`src/include/uv_reset_map.vh`:
```
// register map, field positions, codes and timing for the undervoltage reset select block
// Notes on behaviour
// - four level codes pick thresholds, lowest first
// - undefined code forces full reset after delay
// - bad-code reset restores level register default
// - undervoltage reset keeps level register contents
// - undervoltage flag set by hardware, software clears
// - bad-code reset sets invalid code flag
// - watchdog in fast/slow acts like pin reset
// - watchdog in sleep/idle clears pc, sp only
`ifndef UV_RESET_MAP_VH
`define UV_RESET_MAP_VH
`define ADDR_LEVEL_SEL     12'h000
`define ADDR_CAUSE_FLAGS   12'h004
`define ADDR_STATUS        12'h008
`define LEVEL_POR          8'h55
`define LEVEL_CODE_0       8'h55
`define LEVEL_CODE_1       8'h33
`define LEVEL_CODE_2       8'h99
`define LEVEL_CODE_3       8'haa
`define FLAG_BAD_CODE      1
`define FLAG_UV            2
`define FLAG_MASK          8'h06
`define STATUS_VALID       2
`define STATUS_WDT         3
`define DELAY_NS           1000
`define CLK_PERIOD_NS      10
`define CLR_PULSE_CYC      4'h4
`endif

```
`src/design/uv_reset_select.v`:
```
// undervoltage threshold select, bad-code reset sequencing, cause flags and watchdog reset handling
//
// Local design decisions: the APB register port and the address map.
`timescale 1ns/1ps
`default_nettype none
`include "uv_reset_map.vh"
module uv_reset_select #(
	parameter integer DELAY_CYC = (`DELAY_NS + `CLK_PERIOD_NS - 1) / `CLK_PERIOD_NS
) (
	// clock, reset, enable
	input  wire        clk,
	input  wire        rst_b,
	input  wire        clkEn,
	// apb slave
	input  wire        psel,
	input  wire        penable,
	input  wire        pwrite,
	input  wire [11:0] paddr,
	input  wire [31:0] pwdata,
	output reg  [31:0] prdata,
	output reg         pready,
	output reg         pslverr,
	// asynchronous events from outside
	input  wire        uvDetect,
	input  wire        wdtExpire,
	input  wire        lowPowerMode,
	// outputs
	output reg  [1:0]  thresholdSel,
	output reg         fullResetReq,
	output reg         warmClearReq,
	output reg         watchdogExpiryFlag
);
	// the delay counter is wide enough for any sane delay; the last count is cut to the counter width on purpose
	localparam integer CW = 16;
	localparam integer DELAY_LAST = DELAY_CYC - 1;
	// sequencer states:
	//   run   - normal operation, level writes accepted
	//   wait  - a bad level code was seen, counting the trigger delay
	//   reset - full reset request held high for a fixed pulse
	// the block never resets itself on its own request; the system does
	localparam [1:0] ST_RUN = 2'h0;
	localparam [1:0] ST_WAIT = 2'h1;
	localparam [1:0] ST_RESET = 2'h2;

	reg  [7:0]    levelSel_q;
	reg           uvFlag_q;
	reg           badFlag_q;
	reg  [1:0]    state_q;
	reg  [CW-1:0] cnt_q;
	reg  [3:0]    pulse_q;
	reg  [1:0]    uvSync_q;
	reg  [1:0]    wdtSync_q;
	reg  [1:0]    lpSync_q;
	reg           wdtSeen_q;
	reg           uvSeen_q;

	// level code decode, used for validity and threshold choice
	// bit 2 marks a defined code, bits 1:0 give the threshold index
	// any other pattern decodes to zero, which the sequencer treats as a bad code
	function [2:0] decodeLevel;
		input [7:0] code;
		begin
			case (code)
				`LEVEL_CODE_0: decodeLevel = 3'h4;
				`LEVEL_CODE_1: decodeLevel = 3'h5;
				`LEVEL_CODE_2: decodeLevel = 3'h6;
				`LEVEL_CODE_3: decodeLevel = 3'h7;
				default:       decodeLevel = 3'h0;
			endcase
		end
	endfunction

	wire [2:0] lvlDec    = decodeLevel(levelSel_q);
	wire       codeValid = lvlDec[2];
	wire       wrEn      = psel & penable & pwrite & ~pready;
	wire       rdEn      = psel & penable & ~pwrite & ~pready;
	wire       hitLevel  = (paddr == `ADDR_LEVEL_SEL);
	wire       hitFlags  = (paddr == `ADDR_CAUSE_FLAGS);
	wire       hitStatus = (paddr == `ADDR_STATUS);
	wire       hitAny    = hitLevel | hitFlags | hitStatus;
	wire       uvEvent   = uvSync_q[1] & ~uvSeen_q & codeValid;
	wire       wdtEvent  = wdtSync_q[1] & ~wdtSeen_q;

	// pins from other domains pass two flops before any use
	// only the second flop of each pair feeds logic, so a metastable first stage never spreads
	always @(posedge clk or negedge rst_b) begin
		if (!rst_b) begin
			uvSync_q  <= 2'h0;
			wdtSync_q <= 2'h0;
			lpSync_q  <= 2'h0;
		end else if (clkEn) begin
			uvSync_q  <= {uvSync_q[0], uvDetect};
			wdtSync_q <= {wdtSync_q[0], wdtExpire};
			lpSync_q  <= {lpSync_q[0], lowPowerMode};
		end
	end

	// apb answers one cycle into the access phase; unmapped addresses error
	always @(posedge clk or negedge rst_b) begin
		if (!rst_b) begin
			pready  <= 1'b0;
			pslverr <= 1'b0;
			prdata  <= 32'h0;
		end else if (clkEn) begin
			pready  <= psel & penable & ~pready;
			pslverr <= psel & penable & ~pready & ~hitAny;
			if (rdEn) begin
				if (hitLevel)
					prdata <= {24'h0, levelSel_q};
				else if (hitFlags)
					prdata <= {29'h0, uvFlag_q, badFlag_q, 1'b0};
				else if (hitStatus)
					prdata <= {28'h0, watchdogExpiryFlag, codeValid, thresholdSel};
				else
					prdata <= 32'h0;
			end
		end
	end

	// level register: a bad-code reset reloads it, an undervoltage reset leaves it alone
	always @(posedge clk or negedge rst_b) begin
		if (!rst_b) begin
			levelSel_q <= `LEVEL_POR;
		end else if (clkEn) begin
			if (state_q == ST_RESET && !codeValid)
				levelSel_q <= `LEVEL_POR;
			else if (wrEn && hitLevel && state_q == ST_RUN)
				levelSel_q <= pwdata[7:0];
		end
	end

	// cause flags: hardware sets, software writes 0 to clear; a set in the same cycle wins
	// writing 1 leaves a flag alone, so software may clear one flag without losing the other
	always @(posedge clk or negedge rst_b) begin
		if (!rst_b) begin
			uvFlag_q  <= 1'b0;
			badFlag_q <= 1'b0;
		end else if (clkEn) begin
			if (uvEvent)
				uvFlag_q <= 1'b1;
			else if (wrEn && hitFlags && !pwdata[`FLAG_UV])
				uvFlag_q <= 1'b0;
			if (state_q == ST_WAIT && cnt_q == DELAY_LAST[CW-1:0])
				badFlag_q <= 1'b1;
			else if (wrEn && hitFlags && !pwdata[`FLAG_BAD_CODE])
				badFlag_q <= 1'b0;
		end
	end

	// reset sequencer: bad code waits the delay, then pulses a full reset
	// a bad code has priority over a pending undervoltage event, since the threshold is then undefined
	// the pulse length is fixed so the system reset logic can rely on it
	always @(posedge clk or negedge rst_b) begin
		if (!rst_b) begin
			state_q      <= ST_RUN;
			cnt_q        <= {CW{1'b0}};
			pulse_q      <= 4'h0;
			fullResetReq <= 1'b0;
			uvSeen_q     <= 1'b0;
		end else if (clkEn) begin
			uvSeen_q <= uvSync_q[1];
			case (state_q)
				ST_RUN: begin
					cnt_q <= {CW{1'b0}};
					if (!codeValid)
						state_q <= ST_WAIT;
					else if (uvEvent) begin
						state_q      <= ST_RESET;
						pulse_q      <= `CLR_PULSE_CYC;
						fullResetReq <= 1'b1;
					end else if (wdtEvent && !lpSync_q[1]) begin
						state_q      <= ST_RESET;
						pulse_q      <= `CLR_PULSE_CYC;
						fullResetReq <= 1'b1;
					end
				end
				ST_WAIT: begin
					cnt_q <= cnt_q + 1'b1;
					if (cnt_q == DELAY_LAST[CW-1:0]) begin
						state_q      <= ST_RESET;
						pulse_q      <= `CLR_PULSE_CYC;
						fullResetReq <= 1'b1;
					end
				end
				ST_RESET: begin
					pulse_q <= pulse_q - 1'b1;
					if (pulse_q == 4'h1) begin
						state_q      <= ST_RUN;
						fullResetReq <= 1'b0;
					end
				end
				default: begin
					state_q      <= ST_RUN;
					fullResetReq <= 1'b0;
				end
			endcase
		end
	end

	// watchdog: expiry flag always set; in low power only pc and sp clear
	// in fast or slow mode the sequencer raises the full reset instead
	// the warm clear is a single cycle pulse; the core must catch it on this clock
	always @(posedge clk or negedge rst_b) begin
		if (!rst_b) begin
			wdtSeen_q          <= 1'b0;
			warmClearReq       <= 1'b0;
			watchdogExpiryFlag <= 1'b0;
		end else if (clkEn) begin
			wdtSeen_q    <= wdtSync_q[1];
			warmClearReq <= wdtEvent & lpSync_q[1];
			if (wdtEvent)
				watchdogExpiryFlag <= 1'b1;
			else if (wrEn && hitStatus && !pwdata[`STATUS_WDT])
				watchdogExpiryFlag <= 1'b0;
		end
	end

	// threshold output follows the register; held while code is bad
	// holding the last good value keeps the detector from swinging to an arbitrary level
	always @(posedge clk or negedge rst_b) begin
		if (!rst_b)
			thresholdSel <= 2'h0;
		else if (clkEn && codeValid)
			thresholdSel <= lvlDec[1:0];
	end
endmodule
`default_nettype wire

```
`config.mk`:
```
export PLATFORM = sky130hd
export DESIGN_NAME = uv_reset_select
export DESIGN_NICKNAME = d
export VERILOG_FILES = /design/src/design/uv_reset_select.v
export VERILOG_INCLUDE_DIRS = /design/src /design/src/include
export SDC_FILE = /design/constraint.sdc
export NUM_CORES = 1
export LEC_CHECK = 0
export BUFFER_PORTS_ARGS = -buffer_cell sky130_fd_sc_hd__buf_2
export CAP_MARGIN = 20
export CORE_MARGIN = 2
export CORE_UTILIZATION = 47
export DETAILED_ROUTE_END_ITERATION = 10
export HOLD_SLACK_MARGIN = 0.15
export PLACE_DENSITY_LB_ADDON = 0.15
export SLEW_MARGIN = 20
export SYNTH_ARGS = -nofsm -noshare
export SYNTH_HDL_FRONTEND = slang
export SYNTH_SLANG_ARGS = --single-unit
export TNS_END_PERCENT = 50
```
`constraint.sdc`:
```
create_clock -name clk -period 1.5 [get_ports clk]
set_input_delay 0.225 -clock clk [delete_from_list [all_inputs] [get_ports clk]]
set_output_delay 0.225 -clock clk [all_outputs]
set_load 0.03 [all_outputs]
```
# Yosys cells after proc, flatten, opt, wreduce, memory -nomap -nowiden

Cells that the tools add are included.

Logic and storage cells: 116
Bits of input ports: 53
Bits in writable memories: 0
Latch bits: 0
Register bits: 79
Memory bits (read-only): 0
Memories kept: 0

Add/sub/neg operators: 2
Multipliers: 0
Multiplexer cells: 30
Eq/ne operators: 15
Bitwise gates (word level): 18
Shift-type cells: 0
Divide/modulo/power cells: 0
Magnitude comparators: 0
Reductions and logical operators: 33

Operators by type and width:

| operator              | count |
|---|---|
| $pmux 16 s2           | 1 |
| $mux 4                | 6 |
| $mux 8                | 3 |
| $add 16x1->16 const B | 1 |
| $eq 16x7->1 const B   | 1 |
| $eq 8x8->1 const B    | 2 |
| $eq 12x3->1 const B   | 1 |
| $eq 12x4->1 const B   | 1 |
| $logic_not 12->1      | 1 |
| $pmux 3 s4            | 1 |
| $pmux 4 s3            | 1 |
| $reduce_and 2->1      | 6 |
| $and 1x1->1           | 11 |
| $logic_and 1x1->1     | 11 |
| $mux 1                | 11 |
| $mux 2                | 5 |
| $reduce_and 5->1      | 2 |
| $reduce_bool 2->1     | 5 |
| $eq 8x6->1 const B    | 1 |
| $eq 8x7->1 const B    | 1 |
| $pmux 2 s3            | 1 |
| $logic_not 1->1       | 5 |
| $not 1->1             | 5 |
| $eq 4x1->1 const B    | 1 |
| 12 further kinds      | 14 |

# Longest topological paths before layout

Depth after elaboration: 7
Gate-level depth with buffers: 6
Depth with buffers taken out: 6

# Worst setup path after synthesis

OpenSTA, ideal clock, no wires.

Path type: register to register
Start point: register cnt_q[0]
End point: register cnt_q[12]
Stages on the path, launching flop included: 6
Period minus slack after synthesis: 1.637 ns
Library setup time: 0.121 ns
Slack: -0.137 ns
Arrival: 1.516 ns
Path buffers: 0
Data required time: 1.379 ns
Cell sequence: dfrtp_1 -> ha_1 -> nand4_1 -> nor4_1 -> mux2_2 -> a22o_1

Longest elaborated chain between the ends: 2

RTL lines:

| item                   | line                  | source |
|---|---|---|
| start, declared        | uv_reset_select.v:49  | `reg [CW-1:0] cnt_q;` |
| start signal, assigned | uv_reset_select.v:156 | `cnt_q <= {CW{1'b0}};` |
| start signal, assigned | uv_reset_select.v:164 | `cnt_q <= {CW{1'b0}};` |
| start signal, assigned | uv_reset_select.v:178 | `cnt_q <= cnt_q + 1'b1;` |
| $add 16x1->16          | uv_reset_select.v:178 |  |
| $pmux 16 s2            | uv_reset_select.v:162 | `case (state_q)` |

Every way passes these cells.
A chain may end at the register's enable or synchronous reset.

# Final worst setup path

Start point: register cnt_q[1]
End point: register cnt_q[12]

Same word-level chain as after synthesis.

==> out/qor.csv <==
stage;metric;value;unit
status;outcome;finished, violations left;
status;violations;setup timing;
die;placementRows;30;
setup_path;rrSetupSlack;-0.24;ns
cts;cts_buffers;5;
route;drt_iter0_drc;183;
setup_path;cp_data_required_time;1.70;ns
setup_path;cp-end-kind;flip-flop;
cts;cts_sinks;55;
min_path;hold_end;levelSel_q[6];
die;start_util;47.97;%
global_routing;grt_pass1_vias;2769;
place;io_buffers;43;
timing;hold_viol;0;
min_path;min_path_type;in2reg;
setup_path;crit_fanout;3;
power_and_ir_drop;internal-power;3.237;mW
power_and_ir_drop;netSwitchingPower;1.660;mW
min_path;holdCritStartpoint;pwdata[6];
power_and_ir_drop;pwr-share-clk;20.9;%
route;num_vias;2831;
finish;layout-drive-gt1-share;43.28;%
finish;nNetsFinal;494;
setup_path;crit_buf_inv;0;
finish;area_growth;34.39;%
timing;whs;0.1642;ns
global_routing;antenna_found_initial;0;
power_and_ir_drop;switching_share;33.90;%
power_and_ir_drop;power_density;1131;nW/um2
global_routing;track_usage;22.22;%
finish;final_area;4332;um2
global_routing;grt-ovfl-total;0;
timing;finalCritPeriodShare;115.9;%
cts;worstSkewPairLatency;0.32;ns
setup_path;path_cells;ha_4 -> nand4_1 -> nor4_2 -> mux2_2 -> a22o_1;
timing;rsz0062_at_grt;true;
finish;mostFrequentLayoutCell;buf_4;
power_and_ir_drop;ir_drop;736.9;uV
global_routing;grt_max_degree;23;
synthesis;syn_inst;324;
synthesis;synth.avg_cell_area;9.948;um2
route;post-route-drc-count;0;
die;die_area;7536;um2
setup_path;arrival;1.94;ns
cts;clock-root-buffer;clkbuf_8;
power_and_ir_drop;cellLeakagePower;2.010;nW
timing;clock.fmax;0.5750;GHz
die;die_y;86.81;um
die;io_pins;92;
timing;slew_violations;0;
setup_path;r2r_cells;5;
timing;min_period;1.739;ns
setup_path;worstReg2RegStart;cnt_q[1];
synthesis;netlist_area;3223;um2
route;wl_per_cell;15.61;um
timing;fin_tns_setup;-1.980;ns
setup_path;crit_path_start_kind;flip-flop;
setup_path;path_delay_family;simple AND/OR/NAND/NOR gates;
route;vias_per_cell;5.455;
die;fp.dieW;86.81;um
power_and_ir_drop;total_power;4.897;mW
synthesis;ys_seq_area_share;42.86;%
place;dpl_cell_area;3882;um2
finish;final_util;64.47;%
cts;cts.clk_slew.worst_paths;0.10;ns
min_path;holdPathStages;3;
synthesis;synth_edf_count;0;
place;finalWeightedCongestion;0.8379;
cts;cts_buffer_depth;2;
synthesis;yosys_warnings;0;
setup_path;slowest_delay;0.40;ns
setup_path;crit_path_top_delay_cell;dfrtp_1;
finish;layout_common_cells;buf_4 (70), dfrtp_1 (48), buf_2 (43);
route;drtAntennaViolNets;0;
timing;setup_ws;-0.2390;ns
place;post-dp-hpwl;5877;um
route;wl;8099;um
route;first_pass_iters;4;
power_and_ir_drop;pwr-share-seq;39.5;%
cts;tritoncts;built;
timing;setup_violations;23;
global_routing;grt_pass1_wl;13270;um
cts;htreeDepth;2;
power_and_ir_drop;combPwrFrac;39.6;%
flow_run;cap_violations;0;
finish;num_antenna_cells;0;
setup_path;critPathKind;reg2reg;
die;floorplan.core_area;6719;um2
timing;clock_skew;0.009372;ns
synthesis;synth.distinct_cells;64;
synthesis;synth_seq_cells;55;
synthesis;synthFlopType;dfrtp_1;
setup_path;reg2reg_to;cnt_q[12];
finish;nFillCells;557;
synthesis;synthArstFlopShare;100.0;%
-- area by class of cell --
class                           instances  area (um2)  share of cell area, %
Clock buffer                            6       82.58                  1.906
Inverter                               13       48.80                  1.127
Multi-Input combinational cell        241        1836                  42.37
Timing Repair Buffer                  122       844.6                  19.50
Clock inverter                          2       35.03                 0.8088
Sequential cell                        55        1385                  31.98
Tap cell                               80       100.1                  2.311
-- per-stage QoR --
stage	setup WS, ns	instances
after floorplan	-0.06075	347
after global placement	-0.2144	495
after detailed placement	-0.2214	495
after CTS	-0.1715	512
after global routing	-0.2901	519
final	-0.2390	519
-- layer usage --
metal / share of wire [%] / vias up / global-route usage, %
li1: - / 1376 / -
met1: 45 / 1357 / 29.39
met2: 49 / 79 / 36.92
met3: 3.4 / 19 / 4.000
met4: 2.0 / 0 / 6.960
met5: 0 / - / 0
-- tightest hold or removal path, delay by kind of cell --
family	cells	cell delay (ns)
and+or+nand+nor	2	0.15
buffers and inverters	1	0.10
-- state kept, by name, summed over array words and instances, names as in the netlist --
name,cells
badFlag_q,1
cnt_q,16
fullResetReq,1
levelSel_q,8
lpSync_q,2
prdata,8
pready,1
pslverr,1
pulse_q,4
state_q,2
thresholdSel,2
uvFlag_q,1
uvSeen_q,1
uvSync_q,2
warmClearReq,1
watchdogExpiryFlag,1
wdtSeen_q,1
wdtSync_q,2
-- logic make-up (layout without fill, tap and decap cells) --
kind of cell,Yosys count,in the layout,synth area share (%)
adder cells (fa/ha/maj),3,3,1.165
other,1,24,0.1163
multiplexers,13,13,4.464
flip-flops,55,55,42.86
AND/OR/NAND/NOR,110,110,23.25
XOR/XNOR,3,3,0.8154
AO/OA/AOI/OAI,88,88,18.21
buffers and inverters,51,143,9.123
-- power groups by stage --
stage          clock (mW)  combinational [mW]  sequential (mW)
2_1_floorplan           0               0.994             1.97
3_3_place_gp            0                1.67             1.94
3_5_place_dp            0                1.72             1.94
4_1_cts              1.06                1.88             1.93
5_1_grt              1.12                2.12             1.97
6_report             1.03                1.94             1.93
-- cells in the mapped netlist (all sizes together) (3+ instances only) --
cell	count	area [um2]
or3	3	18.77
o2bb2ai	4	41.29
nand3	16	85.08
a21o	7	52.55
nor2	12	45.04
nand3b	4	30.03
mux2	11	123.9
dfstp	4	105.1
nand2b	8	52.55
nor3	8	50.05
nor2b	4	25.02
nand4bb	4	61.31
dfrtp	51	1276
o22ai	3	25.02
and3	3	18.77
o31ai	9	67.56
nand4	6	37.54
nor4	11	132.6
inv	13	48.80
a22o	6	52.55
ha	3	37.54
buf	36	237.7
nand2	17	63.81
a31o	4	35.04
o21ai	27	135.1
a21oi	16	80.08
xnor2	3	26.28
-- worst max-delay path by stage --
stage | startpoint | end | slack, ns | cells after the start
6_report | cnt_q[1] | cnt_q[12] | -0.24 | 5
4_1_cts | cnt_q[0] | pulse_q[1] | -0.17 | 5
3_5_place_dp | levelSel_q[6] | levelSel_q[4] | -0.22 | 5
5_1_grt | cnt_q[1] | cnt_q[12] | -0.29 | 5
2_1_floorplan | cnt_q[1] | pulse_q[1] | -0.06 | 5
3_3_place_gp | levelSel_q[6] | levelSel_q[4] | -0.21 | 5
-- what timing repair did --
action / in CTS / in global routing
hold endpoints to repair: 56 / 0
setup buffers: 4 / 7
resized for setup: 22 / 20
pin swaps: 9 / 13
setup endpoints to repair: 25 / 33
hold buffers: 5 / 0
Note: power is estimated with default switching activity, not from simulation.
